`src/inc/nvm_pkg.sv`:
```
package nvm_pkg;
   // register offsets (byte addresses of aligned words)
   localparam logic [11:0] OFS_COMMAND = 12'h000;
   localparam logic [11:0] OFS_PROTECT = 12'h004;
   localparam logic [11:0] OFS_STATE = 12'h008;
   localparam logic [11:0] OFS_IRQ_EN = 12'h00c;
   localparam logic [11:0] OFS_IRQ_FLAG = 12'h010;
   localparam logic [11:0] OFS_UNUSED = 12'h014;
   localparam logic [11:0] OFS_FUSE_LO = 12'h018;
   localparam logic [11:0] OFS_FUSE_HI = 12'h01c;
   localparam logic [11:0] OFS_ADDR_LO = 12'h020;
   localparam logic [11:0] OFS_ADDR_HI = 12'h024;
   localparam logic [11:0] OFS_KEY = 12'h028;
   localparam logic [11:0] OFS_CONFIG = 12'h02c;
   // field positions
   localparam int BIT_APP_GUARD = 0;
   localparam int BIT_BOOT_LOCK = 1;
   localparam int BIT_CODE_ACTIVE = 0;
   localparam int BIT_DATA_ACTIVE = 1;
   localparam int BIT_FAULT = 2;
   localparam int BIT_IDLE = 0;
   localparam int BIT_KEEP_DATA = 0;
   // change-guard key, value arbitrary
   localparam logic [7:0] SELF_PROGRAM_KEY = 8'h9d;
   localparam logic [2:0] KEY_WINDOW = 3'h4;
   // operation codes
   localparam logic [2:0] OP_NONE = 3'h0;
   localparam logic [2:0] OP_PAGE_PROGRAM = 3'h1;
   localparam logic [2:0] OP_PAGE_WIPE = 3'h2;
   localparam logic [2:0] OP_WIPE_THEN_PROGRAM = 3'h3;
   localparam logic [2:0] OP_BUFFER_FLUSH = 3'h4;
   localparam logic [2:0] OP_WHOLE_WIPE = 3'h5;
   localparam logic [2:0] OP_DATA_STORE_WIPE = 3'h6;
   localparam logic [2:0] OP_FUSE_PROGRAM = 3'h7;
   // data store occupies addresses at or above this base
   localparam logic [15:0] DATA_STORE_BASE = 16'h1400;
   localparam logic [15:0] BOOT_REGION_END = 16'h0200;
   // timing: flush is seven cycles, others a plain default
   localparam int CLK_MHZ = 100;
   localparam int FLUSH_CYCLES = 7;
   localparam int OP_TIME_US = 4;
   localparam int OP_CYCLES = OP_TIME_US * CLK_MHZ;
   localparam int PAGE_WORDS = 64;
   localparam logic [7:0] RESET_VAL = 8'h00;
endpackage

```
`src/rtl/memory_programmer.sv`:
```
// How it works
// - three-bit code selects the operation
// - fuse program only from debug port
// - whole wipe spares data if fuse set
// - address picks code or data store
// - locked boot region reads as zero
// - boot lock set from boot only
// - boot lock blanks fetches after leaving boot
// - app guard blocks updates, reset clears
// - fault bit reports last operation error
// - busy bits per store during operation
// - idle flag held while data idle
// - level interrupt gated by enable bit
// - fuse value only stored and read back
// - address register holds last location
// - unguarded writes leave register unchanged
// - power-on timeout rejects commands, busy
// - buffer flush fills ones, stalls cpu
module memory_programmer #(
   parameter int POR_TIMEOUT_CYCLES = 10000
) (
   // clock and reset
   input wire logic SYS_CLK_I,
   input wire logic RST_N_I,
   // apb slave
   input wire logic PSEL_I,
   input wire logic PENABLE_I,
   input wire logic PWRITE_I,
   input wire logic [11:0] PADDR_I,
   input wire logic [31:0] PWDATA_I,
   output logic [31:0] PRDATA_O,
   output logic PREADY_O,
   output logic PSLVERR_O,
   // access source and cpu context
   input wire logic DEBUG_PORT_I,
   input wire logic EXEC_IN_BOOT_I,
   // memory read path through boot lock
   input wire logic [15:0] FETCH_ADDR_I,
   input wire logic [15:0] FETCH_DATA_I,
   output logic [15:0] FETCH_DATA_O,
   // cpu stall and interrupt
   output logic CPU_STALL_O,
   output logic IRQ_O
);
   import nvm_pkg::*;

   typedef enum {ST_IDLE, ST_FLUSH, ST_RUN} seq_e;

   // sequencer
   seq_e state, next_state;
   logic [15:0] op_count;
   // page buffer, filled with ones by a flush
   logic [7:0] page_buf [PAGE_WORDS];
   // command and protection state
   logic [2:0] command, active_op;
   logic app_guard, boot_lock, boot_lock_live, boot_pending;
   // status, interrupt and configuration
   logic fault, keep_data, irq_en, idle_flag, target_data, issued;
   // 16-bit data registers, written a byte at a time
   logic [15:0] fuse_value, target_loc;
   // key window and power-on timeout
   logic [2:0] key_count;
   logic [15:0] por_count;
   logic por_done;

   // apb decode
   wire wr = PSEL_I & PENABLE_I & PWRITE_I;
   wire rd = PSEL_I & PENABLE_I & ~PWRITE_I;
   wire [7:0] wbyte = PWDATA_I[7:0];
   wire key_open = key_count != 3'h0;

   // one select per mapped word
   wire sel_cmd = PADDR_I == OFS_COMMAND;
   wire sel_prot = PADDR_I == OFS_PROTECT;
   wire sel_en = PADDR_I == OFS_IRQ_EN;
   wire sel_flag = PADDR_I == OFS_IRQ_FLAG;
   wire sel_fuse_lo = PADDR_I == OFS_FUSE_LO;
   wire sel_fuse_hi = PADDR_I == OFS_FUSE_HI;
   wire sel_addr_lo = PADDR_I == OFS_ADDR_LO;
   wire sel_addr_hi = PADDR_I == OFS_ADDR_HI;
   wire sel_key = PADDR_I == OFS_KEY;
   wire sel_cfg = PADDR_I == OFS_CONFIG;
   wire sel_state = PADDR_I == OFS_STATE;
   wire sel_unused = PADDR_I == OFS_UNUSED;
   // anything else is unmapped and answers with an error
   wire mapped = sel_cmd | sel_prot | sel_en | sel_flag | sel_fuse_lo |
      sel_fuse_hi | sel_addr_lo | sel_addr_hi | sel_key | sel_cfg |
      sel_state | sel_unused;

   // busy per store; both read busy until power-on timeout ends
   wire busy = state != ST_IDLE;
   wire code_active = ~por_done | (busy & ~target_data);
   wire data_active = ~por_done | (busy & target_data);

   // command acceptance
   wire cmd_write = wr & sel_cmd & key_open;
   wire [2:0] op_req = wbyte[2:0];
   wire fuse_ok = DEBUG_PORT_I;
   wire op_target_data = target_loc >= DATA_STORE_BASE;
   wire page_op = op_req == OP_PAGE_PROGRAM | op_req == OP_PAGE_WIPE |
      op_req == OP_WIPE_THEN_PROGRAM;
   wire app_hit = page_op & ~op_target_data &
      (target_loc >= BOOT_REGION_END) & app_guard;
   wire boot_hit = page_op & ~op_target_data &
      (target_loc < BOOT_REGION_END) & boot_lock;
   wire refused = (op_req == OP_FUSE_PROGRAM & ~fuse_ok) | app_hit |
      boot_hit;
   wire start = cmd_write & ~busy & por_done & op_req != OP_NONE &
      ~refused;
   wire op_done = state == ST_RUN & op_count == 16'h0000;
   wire flush_done = state == ST_FLUSH & op_count == 16'h0000;
   // one-cycle start strobes, split by kind of operation
   wire start_flush = start & (op_req == OP_BUFFER_FLUSH);
   wire start_run = start & (op_req != OP_BUFFER_FLUSH);

   // sequencer next state
   always_comb begin
      next_state = state;
      case (state)
         ST_IDLE: begin
            if (start_flush) begin
               next_state = ST_FLUSH;
            end else if (start_run) begin
               next_state = ST_RUN;
            end
         end
         ST_FLUSH: begin
            if (flush_done) begin
               next_state = ST_IDLE;
            end
         end
         ST_RUN: begin
            if (op_done) begin
               next_state = ST_IDLE;
            end
         end
         default: next_state = ST_IDLE;
      endcase
   end

   // state register
   always_ff @(posedge SYS_CLK_I or negedge RST_N_I) begin
      if (!RST_N_I) begin
         state <= ST_IDLE;
      end else begin
         state <= next_state;
      end
   end

   // operation timer; counts to zero then rests there
   always_ff @(posedge SYS_CLK_I or negedge RST_N_I) begin
      if (!RST_N_I) begin
         op_count <= 16'h0000;
      end else if (start_flush) begin
         op_count <= 16'(FLUSH_CYCLES - 1);
      end else if (start_run) begin
         op_count <= 16'(OP_CYCLES - 1);
      end else if (op_count != 16'h0000) begin
         op_count <= op_count - 16'h0001;
      end
   end

   // power-on timeout; long count kept as parameter
   wire por_last = por_count == 16'(POR_TIMEOUT_CYCLES - 1);
   always_ff @(posedge SYS_CLK_I or negedge RST_N_I) begin
      if (!RST_N_I) begin
         por_count <= 16'h0000;
      end else if (!por_done) begin
         por_count <= por_count + 16'h0001;
      end
   end

   // commands stay refused until the timeout has run out
   always_ff @(posedge SYS_CLK_I or negedge RST_N_I) begin
      if (!RST_N_I) begin
         por_done <= 1'b0;
      end else if (por_last) begin
         por_done <= 1'b1;
      end
   end

   // key window: counts down accesses after key
   wire key_write = wr & sel_key;
   wire key_good = wbyte == SELF_PROGRAM_KEY;
   wire bus_access = PSEL_I & PENABLE_I;
   always_ff @(posedge SYS_CLK_I or negedge RST_N_I) begin
      if (!RST_N_I) begin
         key_count <= 3'h0;
      end else if (key_write) begin
         key_count <= key_good ? KEY_WINDOW : 3'h0;
      end else if (bus_access && key_open) begin
         key_count <= key_count - 3'h1;
      end
   end

   // command field shows an accepted operation until it ends
   always_ff @(posedge SYS_CLK_I or negedge RST_N_I) begin
      if (!RST_N_I) begin
         command <= OP_NONE;
         active_op <= OP_NONE;
      end else if (start) begin
         command <= op_req;
         active_op <= op_req;
      end else if (op_done || flush_done) begin
         command <= OP_NONE;
      end
   end

   // fault reflects only the most recent command write
   always_ff @(posedge SYS_CLK_I or negedge RST_N_I) begin
      if (!RST_N_I) begin
         fault <= 1'b0;
      end else if (cmd_write) begin
         fault <= refused;
      end
   end

   // store picked at start; whole wipe spares data store if kept
   always_ff @(posedge SYS_CLK_I or negedge RST_N_I) begin
      if (!RST_N_I) begin
         target_data <= 1'b0;
      end else if (start) begin
         target_data <= page_op ? op_target_data :
            op_req == OP_DATA_STORE_WIPE |
            (op_req == OP_WHOLE_WIPE & ~keep_data);
      end
   end

   // remembers a started command; idle flag stays quiet before it
   always_ff @(posedge SYS_CLK_I or negedge RST_N_I) begin
      if (!RST_N_I) begin
         issued <= 1'b0;
      end else if (start) begin
         issued <= 1'b1;
      end
   end

   // protection writes need the key window open
   wire prot_write = wr & sel_prot & key_open;
   wire boot_set = prot_write & wbyte[BIT_BOOT_LOCK] & EXEC_IN_BOOT_I;

   // app guard: set only, cleared by reset
   always_ff @(posedge SYS_CLK_I or negedge RST_N_I) begin
      if (!RST_N_I) begin
         app_guard <= 1'b0;
      end else if (prot_write && wbyte[BIT_APP_GUARD]) begin
         app_guard <= 1'b1;
      end
   end

   // boot lock: set only from boot code, cleared by reset
   always_ff @(posedge SYS_CLK_I or negedge RST_N_I) begin
      if (!RST_N_I) begin
         boot_lock <= 1'b0;
         boot_pending <= 1'b0;
      end else if (boot_set) begin
         boot_lock <= 1'b1;
         boot_pending <= 1'b1;
      end
   end

   // fetch blanking bites only once execution has left boot code
   always_ff @(posedge SYS_CLK_I or negedge RST_N_I) begin
      if (!RST_N_I) begin
         boot_lock_live <= 1'b0;
      end else if (boot_pending && !EXEC_IN_BOOT_I) begin
         boot_lock_live <= 1'b1;
      end
   end

   // locked boot region reads and fetches as zero
   wire boot_fetch = FETCH_ADDR_I < BOOT_REGION_END;
   assign FETCH_DATA_O = boot_lock_live && boot_fetch ? 16'h0000 :
      FETCH_DATA_I;

   // fuse value, two independent byte halves
   always_ff @(posedge SYS_CLK_I or negedge RST_N_I) begin
      if (!RST_N_I) begin
         fuse_value <= 16'h0000;
      end else begin
         if (wr && sel_fuse_lo) fuse_value[7:0] <= wbyte;
         if (wr && sel_fuse_hi) fuse_value[15:8] <= wbyte;
      end
   end

   // target location, two independent byte halves
   always_ff @(posedge SYS_CLK_I or negedge RST_N_I) begin
      if (!RST_N_I) begin
         target_loc <= 16'h0000;
      end else begin
         if (wr && sel_addr_lo) target_loc[7:0] <= wbyte;
         if (wr && sel_addr_hi) target_loc[15:8] <= wbyte;
      end
   end

   // interrupt enable
   always_ff @(posedge SYS_CLK_I or negedge RST_N_I) begin
      if (!RST_N_I) begin
         irq_en <= 1'b0;
      end else if (wr && sel_en) begin
         irq_en <= wbyte[BIT_IDLE];
      end
   end

   // keep-data fuse stand-in
   always_ff @(posedge SYS_CLK_I or negedge RST_N_I) begin
      if (!RST_N_I) begin
         keep_data <= 1'b0;
      end else if (wr && sel_cfg) begin
         keep_data <= wbyte[BIT_KEEP_DATA];
      end
   end

   // idle flag; hold-set beats a clear while data store idle
   wire idle_set = issued & ~data_active;
   wire idle_clear = wr & sel_flag & wbyte[BIT_IDLE];
   always_ff @(posedge SYS_CLK_I or negedge RST_N_I) begin
      if (!RST_N_I) begin
         idle_flag <= 1'b0;
      end else if (idle_set) begin
         idle_flag <= 1'b1;
      end else if (idle_clear) begin
         idle_flag <= 1'b0;
      end
   end

   // page buffer flush to all ones, all words rewritten every flush cycle
   always_ff @(posedge SYS_CLK_I) begin
      if (state == ST_FLUSH) begin
         for (int i = 0; i < PAGE_WORDS; i++) begin
            page_buf[i] <= 8'hff;
         end
      end
   end

   // cpu stalls for code-store work and buffer flush
   wire flush_stall = state == ST_FLUSH;
   wire code_stall = state == ST_RUN & ~target_data;
   assign CPU_STALL_O = flush_stall | code_stall;
   assign IRQ_O = irq_en & idle_flag;

   // register bytes, unused bits padded with zero
   wire [7:0] state_byte = {5'h00, fault, data_active, code_active};
   wire [7:0] cmd_byte = {5'h00, command};
   wire [7:0] prot_byte = {6'h00, boot_lock, app_guard};
   wire [7:0] en_byte = {7'h00, irq_en};
   wire [7:0] flag_byte = {7'h00, idle_flag};
   wire [7:0] cfg_byte = {7'h00, keep_data};

   // read mux; reserved and unused bits read zero
   wire [7:0] rmux =
      sel_cmd ? cmd_byte :
      sel_prot ? prot_byte :
      sel_state ? state_byte :
      sel_en ? en_byte :
      sel_flag ? flag_byte :
      sel_fuse_lo ? fuse_value[7:0] :
      sel_fuse_hi ? fuse_value[15:8] :
      sel_addr_lo ? target_loc[7:0] :
      sel_addr_hi ? target_loc[15:8] :
      sel_cfg ? cfg_byte : RESET_VAL;

   // registered read data, zero-wait answer
   wire rd_setup = PSEL_I & ~PENABLE_I & ~PWRITE_I;
   always_ff @(posedge SYS_CLK_I or negedge RST_N_I) begin
      if (!RST_N_I) begin
         PRDATA_O <= 32'h0000_0000;
      end else if (rd_setup) begin
         PRDATA_O <= {24'h000000, rmux};
      end
   end

   // zero-wait slave; unmapped offsets raise an error
   assign PREADY_O = 1'b1;
   assign PSLVERR_O = PSEL_I & PENABLE_I & ~mapped;
endmodule

```
`config.mk`:
```
export PLATFORM = sky130hd
export DESIGN_NAME = memory_programmer
export DESIGN_NICKNAME = d
export VERILOG_FILES = /design/src/inc/nvm_pkg.sv /design/src/rtl/memory_programmer.sv
export SDC_FILE = /design/constraint.sdc
export NUM_CORES = 1
export LEC_CHECK = 0
export BUFFER_PORTS_ARGS = -buffer_cell sky130_fd_sc_hd__buf_2
export CORE_MARGIN = 2
export CORE_UTILIZATION = 45
export DETAILED_ROUTE_END_ITERATION = 10
export MAX_ROUTING_LAYER = met4
export PLACE_DENSITY = 0.69
export SETUP_SLACK_MARGIN = 0.1
export SYNTH_ARGS = -nofsm -noshare
export SYNTH_HDL_FRONTEND = slang
export SYNTH_SLANG_ARGS = --single-unit
```
`constraint.sdc`:
```
create_clock -name SYS_CLK_I -period 3.2 [get_ports SYS_CLK_I]
set_input_delay 0.64 -clock SYS_CLK_I [delete_from_list [all_inputs] [get_ports SYS_CLK_I]]
set_output_delay 0.64 -clock SYS_CLK_I [all_outputs]
set_load 0.03 [all_outputs]
```
==> impl_summary.txt, run 1 <==
----------------------------------------------------
[Yosys]
  Number of warnings issued by yosys ... 0
  Main flop type after synthesis ... dfrtp_1
  Share of synthesized registers carrying an async set or reset ... 1.000
  Syn_area_per_cell ... 10.46 µm²
  Share of the synthesized area in the top cell type ... 0.4651
  Cell types occupying the most area after synthesis ... dfrtp_1, mux2_2, mux2i_1, buf_4, xnor2_1
  Synth area leader ... dfrtp_1
  Register bit total from synthesis ... 90
  Post-synthesis instance area ... approximately 0.0048 mm²
  Yosys cell types ... between 50 and 60
  Cells after Synth ... about 460
  Library cell with the highest instance count after synthesis ... dfrtp_1
  Post-synth top cells ... dfrtp_1, mux2_2, nor2_1
  Number of enable-type register cells in the synthesized netlist ... 0
  Sequential area share after synthesis ... 0.4651

[Global routing]
  Pin count of the biggest net entering global routing ... between 50 and 60
  Initial antenna violation count ... 0
  Global-route wire length before repair ... 17,640 µm
  Vias in the first global route ... 3,591
  Overall track demand over capacity in global routing ... 0.1989
  Leftover overflow at the end of global routing ... 0

[Route]
  Violation count after the first detailed-route iteration ... 232
  Detail-routed net length per standard cell ... 15.57 µm
  Post-detailed-route DRC marker count ... 0
  Count of vias placed by the detailed router ... 3,656
  Number of antenna-violating nets in the routed design ... 0
  Routed wire length ... 10,650 µm
  Average via count per standard cell ... 5.345
  Detailed Routing Iterations Pass 1 ... 4

[Flow run]
  Max-capacitance violation count ... 0

[Critical path]
  Register-to-register setup slack ... about 0.84 ns
  Endpoint class of the critical path ... register
  Required time at the worst-slack endpoint ... 3.44 ns
  Worst path arrival time ... 2.60 ns
  Worst setup path end ... target_loc[15]
  Worst setup path class ... in -> reg
  Critical path launch point ... PADDR_I[1]
  Maximum net fanout on the critical path ... 8
  Kind of start point of the critical path ... input pin
  Reg-to-reg startpoint ... target_loc[12]
  Worst R2R Path Depth ... 5
  Critical register-to-register path endpoint ... op_count[0]

[Timing]
  Pins Over Slew Limit ... 0
  Top achievable clock speed ... 423.7 MHz
  Total of endpoints with negative setup slack in the final report ... 0
  Shortest period the worst path allows ... roughly 2.4 ns
  Worst Clk Skew ... 0.01199 ns
  Setup Total Neg Slack ... 0 ns
  RSZ-0062 raised after global routing ... false
  Final period util ... 0.7375
  Total count of hold-check failures in the final report ... 0
  Max transition margin ... 0.5444
  Pin slew with the least headroom to its limit ... a little under 0.7 ns

[Clock tree]
  Clock sink count ... 90
  Htree depth ... 3
  Post-CTS Hold Buffers ... 0
  Skew-Pair Late Insertion Delay ... 0.36 ns
  Buffer cell driving the clock tree root ... clkbuf_8
  TritonCTS clock tree ... done
  Maximum clock insertion buffer count ... 2
  Clock Pin Slew Worst Setup and Hold Paths ... 0.09 ns
  Count of buffers added by post-CTS timing repair for setup ... 0
  Cells resized by post-CTS repair ... 0
  Number of clock buffers inserted by TritonCTS ... 9

[Place]
  Routability congestion estimate from global placement ... 0.8358
  HPWL Detailed ... between 8000 and 9000 µm
  Buffers added on ports ... 76
  Instance count after placement with tap cells included ... 668

[Floorplanning]
  I/O Pins ... 135
  Rows ... 37
  Initial Util ... 0.4669
  Core area ... 0.01037 mm²
  Height of the die ... 107.7 µm
  Die Area ... 0.01161 mm²
  Die X-Extent ... 107.7 µm

[Cells and area]
  Synthesis-to-finish area growth ... 14.21%
  Final cell count without fillers ... just under 700
  Fraction of final layout cells sized beyond drive strength 1 ... 0.2792
  Layout filler cell count ... between 900 and 1,000
  NumNets Final ... 630
  Antenna diode instance count ... 0

[Power]
  IR Drop Worst-Case VDD ... roughly 280 µV
  Ratio of total power to cell area ... between 400 and 500 mW/mm²
  LEAKAGE ... ~0.0026 µW

[Worst hold path]
  Type of the most critical hold path ... in -> async

[Run status]
  Run status ... completed

----------------------------------------------------
## layout by cell type (no fill, tap or decap), types with 8 or more instances in the layout
cell / n
dfrtp_1: 90
buf_2: 75
mux2_2: 37
nor2_1: 36
nand2_1: 29
conb_1: 25
o21ai_0: 24
mux2i_1: 21
and2_1: 19
xnor2_1: 19
nor4_1: 13
buf_4: 12
inv_1: 11
nand2b_1: 10
nor3_1: 10
clkbuf_8: 10
nand3_1: 9
xor2_1: 8
## critical path, cell delays in order
cell	delay (ns)
buf_2	0.10
nor4_1	0.31
nand2_1	0.26
or3_4	0.49
nor3_4	0.41
mux2_2	0.39
## kinds of logic after synthesis
| logic type | Yosys count | share of synthesized area |
|---|---|---|
| multiplexers | 58 | 0.1295 |
| other | 2 | 0.001551 |
| flip-flops | 90 | 0.4651 |
| buffers and inverters | 53 | 0.06124 |
| AO/OA/AOI/OAI | 66 | 0.09173 |
| adder cells (fa/ha/maj) | 4 | 0.01034 |
| XOR/XNOR | 27 | 0.04884 |
| AND/OR/NAND/NOR | 163 | 0.1917 |
## sequential cells by signal, indices dropped and copies added, names as in the netlist, 2 cells and up
signal and count:
fuse_value 16, op_count 16, por_count 16, target_loc 16, PRDATA_O 8, command 3, key_count 3, state 2
## final cells by class
cell class	instances	area, µm²	area share
timing repair buffer	87	465.4	0.08416
sequential	90	2252	0.4072
clock inverter	6	73.82	0.01335
tap	136	170.2	0.03077
inverter	12	45.04	0.008145
multi-input combinational	343	2386	0.4314
clock buffer	10	137.6	0.02489
## routing by layer
metal	share of wire	global-route usage	wire length [µm]
met2	0.50	0.3158	5308
met1	0.44	0.2596	4707
met3	0.039	0.03027	417
met4	0.020	0.07326	218
met5	0	-	0
## worst min-delay path by stage
stage / startpoint / endpoint / slack (ns)
floorplan: RST_N_I / PRDATA_O[0] / 0.34
global placement: boot_lock_live / boot_lock_live / 0.44
detailed placement: boot_lock_live / boot_lock_live / 0.44
CTS: RST_N_I / fuse_value[12] / 0.34
global route: RST_N_I / fuse_value[12] / 0.38
finish: RST_N_I / target_loc[3] / 0.32
## report_power, final
group	leakage, µW	internal, µW	switching [µW]
Clock	0.000101	392	418
Combinational	0.00134	79.5	175
Sequential	0.00115	1160	11.3
## stage by stage
stage                     worst slack (ns)  total power [µW]  hold slack, ns  instance area (µm²)  utilization
after floorplan                     0.7247              1365          0.3444                 4928            -
after CTS                           0.8237              2254          0.3396                 5530       0.5333
after global routing                0.6941              2330          0.3752                 5530       0.5333
after global placement              0.5245              1436          0.4434                 5319       0.5129
after detailed placement            0.4855              1445          0.4429                 5319       0.5129
final                               0.8401              2231          0.3210                 5530       0.5333
Note: power is estimated with default switching activity, not from simulation.
==> inputs of run 2 (changes only) <==
==> constraint.sdc (replaced) <==
create_clock -name SYS_CLK_I -period 2.5 [get_ports SYS_CLK_I]
set_input_delay 0.5 -clock SYS_CLK_I [delete_from_list [all_inputs] [get_ports SYS_CLK_I]]
set_output_delay 0.5 -clock SYS_CLK_I [all_outputs]
set_load 0.03 [all_outputs]
==> run 2 against run 1 <==
Against the previous run: sequential cell count unchanged; cell count grew 1.5%; critical path depth unchanged; utilization rose by 1.2 points; largest power group unchanged.
==> impl_summary.txt, run 2 (synthesis results as in run 1) <==
----------------------------------------------------
[Floorplanning]
  Die Area ... 0.01161 mm² (unchanged)
  Height of the die ... 107.7 µm (unchanged)
  Die X-Extent ... 107.7 µm (unchanged)
  I/O Pins ... 135 (unchanged)
  Rows ... 37 (unchanged)
  Core area ... 0.01037 mm² (unchanged)
  Initial Util ... 0.4669 (unchanged)

[Critical path]
  Worst path slowest cell ... or4_1
  Worst setup path class ... reg -> reg
  Required time at the worst-slack endpoint ... 2.71 ns (-0.73 ns)
  Slowest Stage Delay on Critical Path ... 0.54 ns (+0.05 ns)
  Endpoint class of the critical path ... register
  Worst path arrival time ... 2.52 ns (-0.08 ns)
  Critical path launch point ... target_loc[12]
  Most frequent CP cell ... mux2i_1
  Maximum net fanout on the critical path ... 11 (+3)
  Kind of start point of the critical path ... register
  Reg-to-reg startpoint ... target_loc[12]
  Ordered cell list for the critical path ... nor4_1 -> mux2i_1 -> o32ai_1 -> or4_1 -> buf_4 -> mux2i_1

[Timing]
  RSZ-0062 raised after global routing ... false
  Pins Over Slew Limit ... 0 (unchanged)
  Total count of hold-check failures in the final report ... 0 (unchanged)
  Final period util ... 0.9268
  Worst Clk Skew ... 0.01401 ns (+0.002025 ns)
  Setup Total Neg Slack ... 0 ns (unchanged)
  Shortest period the worst path allows ... 2.317 ns
  Pin slew with the least headroom to its limit ... 0.6812 ns (-0.002258 ns)
  Total of endpoints with negative setup slack in the final report ... 0 (unchanged)
  Top achievable clock speed ... 431.6 MHz
  Max transition margin ... 0.5424 (-0.001989)

[Clock tree]
  Post-CTS Hold Buffers ... 0 (unchanged)
  Htree depth ... 3 (unchanged)
  Cells resized by post-CTS repair ... 0 (unchanged)
  Buffer cell driving the clock tree root ... clkbuf_8
  Clock Pin Slew Worst Setup and Hold Paths ... 0.08 ns (about the same)
  Count of buffers added by post-CTS timing repair for setup ... 0 (unchanged)
  Skew-Pair Late Insertion Delay ... 0.36 ns (about the same)
  Number of clock buffers inserted by TritonCTS ... 9 (unchanged)
  Maximum clock insertion buffer count ... 2 (unchanged)
  TritonCTS clock tree ... done
  Clock sink count ... 90 (unchanged)

[Power]
  Gate power share ... 0.109 (-0.005)
  LEAKAGE ... 0.002664 µW (+3.0%)
  Sequential fraction of design power ... 0.491 (-0.032)
  Ratio of total power to cell area ... 537.9 mW/mm² (+33%)
  Internal power component ... 2305 µW (+42%)
  Switching power as a share of total power ... 0.2428 (-0.02796)
  Clock network fraction of design power ... 0.401 (+0.038)
  IR Drop Worst-Case VDD ... 501.9 µV (+81%)
  Switching power ... 739.1 µW (+22%)

[Route]
  Detailed Routing Iterations Pass 1 ... 4 (unchanged)
  Routed wire length ... 10,920 µm (+2.5%)
  Violation count after the first detailed-route iteration ... 282 (+22%)
  Count of vias placed by the detailed router ... 3,757 (+2.8%)
  Detail-routed net length per standard cell ... 15.73 µm (+1.0%)
  Post-detailed-route DRC marker count ... 0 (unchanged)
  Number of antenna-violating nets in the routed design ... 0 (unchanged)
  Average via count per standard cell ... 5.414 (+1.3%)

[Global routing]
  Global-route wire length before repair ... 18,160 µm (+3.0%)
  Overall track demand over capacity in global routing ... 0.2039 (+0.004969)
  Pin count of the biggest net entering global routing ... 50 (-9.1%)
  Initial antenna violation count ... 0 (unchanged)
  Vias in the first global route ... 3,731 (+3.9%)
  Leftover overflow at the end of global routing ... 0 (unchanged)

[Cells and area]
  Most common library cell in the layout ignoring fill and taps ... dfrtp_1
  Commonest cells after routing, fill and taps aside ... dfrtp_1, buf_2, mux2_2
  Antenna diode instance count ... 0 (unchanged)
  Layout filler cell count ... 922 (-2.1%)
  Post-Route Utilization ... 0.5457 (+0.01243)
  Fraction of final layout cells sized beyond drive strength 1 ... 0.2903 (+0.01113)
  Synthesis-to-finish area growth ... 16.87%
  Final cell count without fillers ... 694 (+1.5%)
  NumNets Final ... 640 (+1.6%)

[Place]
  Instance count after placement with tap cells included ... 678 (+1.5%)
  Routability congestion estimate from global placement ... 0.8529 (+2.0%)
  Buffers added on ports ... 76 (unchanged)
  HPWL Detailed ... 8124 µm (+0.90%)

[Run status]
  Run status ... completed

[Flow run]
  Max-capacitance violation count ... 0 (unchanged)

[Worst hold path]
  Type of the most critical hold path ... in -> async

----------------------------------------------------
-- run 2: layout make-up --
type	count	area, µm²	share of cell area
clock buffers	12	155.1	0.02742
flip-flops and latches	90	2252	0.3980
inverters	12	45.04	0.007959
repair buffers	97	553.0	0.09772
clock inverters	4	97.59	0.01725
well taps	136	170.2	0.03007
multi-input cells	343	2386	0.4216
-- run 2: final timing paths --
| check | slack [ns] | depth (start not counted) | to |
|---|---|---|---|
| setup / recovery | 0.18 | 6 | op_count[8] |
| hold / removal | 0.13 | 1 | boot_lock_live |
| setup reg to reg | 0.18 | 6 | op_count[8] |
| hold reg to reg | 0.47 | 1 | por_count[10] |
| max in group asynchronous | 1.74 | 2 | target_loc[14] |
| min in group SYS_CLK_I | 0.40 | 2 | boot_pending |
-- run 2: power groups by stage --
stage               logic (µW)  clock network [µW]  registers [µW]
floorplan                  228                   0            1520
global placement           322                   0            1520
detailed placement         333                   0            1520
CTS                        333                1250            1490
global route               371                1310            1500
finish                     331                1220            1490
-- run 2: stage by stage --
stage                     hold WS [ns]  power [µW]  area (µm²)  setup slack, ns
after CTS                       0.1370        3078        5659           0.2120
after global placement          0.4480        1843        5406          0.08990
final                           0.1251        3044        5659           0.1829
after floorplan                 0.2044        1747        4928           0.1647
after global routing            0.1555        3183        5659           0.1137
after detailed placement        0.4517        1855        5406          0.08071
-- run 2: worst max-delay path, delay by kind of cell, from the launching register on --
family                 cells  cell delay, ns
muxes                      2            0.38
DFF                        1            0.43
AOI/OAI and AO/OA          1            0.12
and+or+nand+nor            2            1.03
buffers and inverters      1            0.21
-- run 2: routing by layer --
metal	vias up	routed length (µm)	track usage
met2	115	5443	0.3248
met1	1834	4803	0.2603
met3	12	507	0.04843
met5	-	0	-
met4	0	163	0.06044
li1	1796	-	-
==> inputs of run 3 (changes only) <==
--- a/config.mk
+++ b/config.mk
@@ -6,7 +6,6 @@
 export NUM_CORES = 1
 export LEC_CHECK = 0
 export BUFFER_PORTS_ARGS = -buffer_cell sky130_fd_sc_hd__buf_2
-export CORE_MARGIN = 2
 export CORE_UTILIZATION = 45
 export DETAILED_ROUTE_END_ITERATION = 10
 export MAX_ROUTING_LAYER = met4
==> constraint.sdc (replaced) <==
create_clock -name SYS_CLK_I -period 2.8 [get_ports SYS_CLK_I]
set_input_delay 0.56 -clock SYS_CLK_I [delete_from_list [all_inputs] [get_ports SYS_CLK_I]]
set_output_delay 0.56 -clock SYS_CLK_I [all_outputs]
set_load 0.03 [all_outputs]
==> run 3 against run 2 <==
Against the previous run: die area decreased by 3.7%; sequential cell count unchanged; worst hold slack got worse by 0.025 ns; clock skew decreased by 0.0050 ns; critical path depth decreased by 1; clock-buffer cell count increased by 1; routed wire length about the same; non-clock buffer count decreased by 6; total power decreased by 18%; utilization decreased by 1.0 points; critical path type is now in -> out; largest cell class unchanged.
==> impl_summary.txt, run 3 (synthesis results as in run 1) <==
----------------------------------------------------
[Run status]
  Run status ... completed

[Timing]
  Final period util ... 0.8143
  Setup Total Neg Slack ... 0 ns (unchanged)
  Pin slew with the least headroom to its limit ... 0.6364 ns (-0.04482 ns)
  Shortest period the worst path allows ... 2.280 ns
  Worst Slack Setup Final ... 0.5199 ns (+0.3369 ns)
  Worst Clk Skew ... 0.008994 ns (-0.005017 ns)
  Total of endpoints with negative setup slack in the final report ... 0 (unchanged)
  Pins Over Slew Limit ... 0 (unchanged)
  Top achievable clock speed ... 438.6 MHz
  Max transition margin ... 0.5725 (+0.03011)
  Total count of hold-check failures in the final report ... 0 (unchanged)
  RSZ-0062 raised after global routing ... false

[Power]
  Ratio of total power to cell area ... 447.5 mW/mm² (-17%)
  Switching power ... 672.9 µW (-9.0%)
  Clock network fraction of design power ... 0.343 (-0.058)
  LEAKAGE ... 0.002611 µW (-2.0%)
  Gate power share ... 0.120 (+0.011)
  Sequential fraction of design power ... 0.536 (+0.045)
  Total power after layout ... 2485 µW (-18%)
  Switching power as a share of total power ... 0.2708 (+0.02797)
  IR Drop Worst-Case VDD ... 253.7 µV (-49%)
  Internal power component ... 1812 µW (-21%)

[Global routing]
  Initial antenna violation count ... 0 (unchanged)
  Overall track demand over capacity in global routing ... 0.2111 (+0.007237)
  Vias in the first global route ... 3,589 (-3.8%)
  Pin count of the biggest net entering global routing ... 65 (+30%)
  Global-route wire length before repair ... 17,890 µm (-1.5%)
  Leftover overflow at the end of global routing ... 0 (unchanged)

[Cells and area]
  Antenna diode instance count ... 0 (unchanged)
  NumNets Final ... 634 (-0.94%)
  Commonest cells after routing, fill and taps aside ... dfrtp_1, buf_2, mux2_2
  Cell area after layout ... 0.005553 mm² (-1.9%)
  Reg area ... 0.002252 mm² (unchanged)
  Most common library cell in the layout ignoring fill and taps ... dfrtp_1
  Layout filler cell count ... 958 (+3.9%)
  Synthesis-to-finish area growth ... 14.68%
  Fraction of final layout cells sized beyond drive strength 1 ... 0.2826 (-0.007714)
  Multi-input gate area in the final layout ... 0.002386 mm² (unchanged)

[Floorplanning]
  Die X-Extent ... 105.7 µm (-1.9%)
  Core area ... 0.01037 mm² (unchanged)
  Rows ... 37 (unchanged)
  I/O Pins ... 135 (unchanged)
  Die Area ... 0.01118 mm² (-3.7%)
  Height of the die ... 105.7 µm (-1.9%)
  Initial Util ... 0.4669 (unchanged)

[Critical path]
  Worst R2R Path Depth ... 6 (unchanged)
  Register-to-register setup slack ... 0.57 ns (+0.39 ns)
  Kind of start point of the critical path ... input pin
  Endpoint class of the critical path ... output port
  Worst setup path class ... in -> out
  Reg-to-reg startpoint ... target_loc[12]
  Critical register-to-register path endpoint ... op_count[7]
  Required time at the worst-slack endpoint ... 2.24 ns (-0.47 ns)
  Maximum net fanout on the critical path ... 16 (+5)
  Worst path arrival time ... 1.72 ns (-0.80 ns)

[Route]
  Violation count after the first detailed-route iteration ... 195 (-31%)
  Post-detailed-route DRC marker count ... 0 (unchanged)
  Count of vias placed by the detailed router ... 3,713 (-1.2%)
  Routed wire length ... 10,910 µm (about the same)
  Detail-routed net length per standard cell ... 15.86 µm (+0.79%)
  Number of antenna-violating nets in the routed design ... 0 (unchanged)
  Average via count per standard cell ... 5.397 (-0.31%)
  Detailed Routing Iterations Pass 1 ... 4 (unchanged)

[Worst hold path]
  Type of the most critical hold path ... in -> async

[Place]
  Buffers added on ports ... 76 (unchanged)
  Area of placed instances ... 0.005361 mm² (-0.83%)
  Routability congestion estimate from global placement ... 0.8435 (-1.1%)
  Setup slack at placement ... 0.2155 ns (+0.1348 ns)
  HPWL Detailed ... 8103 µm (-0.26%)

[Flow run]
  Max-capacitance violation count ... 0 (unchanged)

[Clock tree]
  TritonCTS clock tree ... done
  Maximum clock insertion buffer count ... 2 (unchanged)
  Buffer cell driving the clock tree root ... clkbuf_8
  Post-CTS Hold Buffers ... 0 (unchanged)
  Clock sink count ... 90 (unchanged)
  Cells resized by post-CTS repair ... 0 (unchanged)
  Number of clock buffers inserted by TritonCTS ... 9 (unchanged)
  Htree depth ... 3 (unchanged)
  Count of buffers added by post-CTS timing repair for setup ... 0 (unchanged)
  Clock Pin Slew Worst Setup and Hold Paths ... 0.09 ns (about the same)
  Skew-Pair Late Insertion Delay ... 0.37 ns (about the same)

----------------------------------------------------
[run 3: cell count changes in the layout (fill, tap and decap cells not counted)]
cell | previous run | this run
buf_4 | 21 | 15
clkinv_4 | 0 | 2
clkinv_2 | 0 | 1
bufinv_16 | 3 | 0
clkbuf_8 | 11 | 12
clkinvlp_4 | 1 | 0
[run 3: final cells by class]
cell class	count	share of cell area
clock buffer	13	0.03042
clock inverter	3	0.004056
inverter	12	0.008112
multi-input combinational	343	0.4297
sequential	90	0.4056
tap	136	0.03064
timing repair buffer	91	0.09148
[run 3: through the flow]
step	cells	hold WS (ns)	util
2_1_floorplan	486	0.2644	-
3_5_place_dp	672	0.4440	0.5170
5_1_grt	688	0.1069	0.5355
6_report	688	0.1003	0.5355
4_1_cts	688	0.1057	0.5355
3_3_place_gp	672	0.4465	0.5170
[run 3: worst max-delay path by stage]
stage / start / to / slack (ns) / cells past startpoint
floorplan: PADDR_I[4] / target_loc[2] / 0.40 / 5
finish: FETCH_ADDR_I[14] / FETCH_DATA_O[10] / 0.52 / 5
global placement: PADDR_I[4] / target_loc[2] / 0.23 / 5
global route: boot_lock_live / FETCH_DATA_O[10] / 0.43 / 4
CTS: FETCH_ADDR_I[14] / FETCH_DATA_O[10] / 0.51 / 5
detailed placement: PADDR_I[4] / target_loc[3] / 0.22 / 5
[run 3: worst max-delay path, stage by stage]
cell and delay (ns):
buf_2 0.10, nor4b_1 0.31, nand2_1 0.30, and2_1 0.27
buf_2 0.17
[run 3: routing by layer]
metal | vias up | routed length [µm] | part of all wire | global-route usage
li1 | 1775 | - | - | -
met1 | 1836 | 4873 | 0.45 | 0.2632
met2 | 80 | 5421 | 0.50 | 0.3441
met3 | 22 | 432 | 0.040 | 0.04267
met4 | 0 | 182 | 0.017 | 0.06944
met5 | - | 0 | 0 | -
[run 3: power groups by stage]
stage / clock [µW] / combinational (µW) / sequential (µW)
finish: 853 / 299 / 1330
global route: 935 / 328 / 1340
CTS: 871 / 300 / 1330
detailed placement: 0 / 298 / 1360
global placement: 0 / 286 / 1360
floorplan: 0 / 203 / 1360
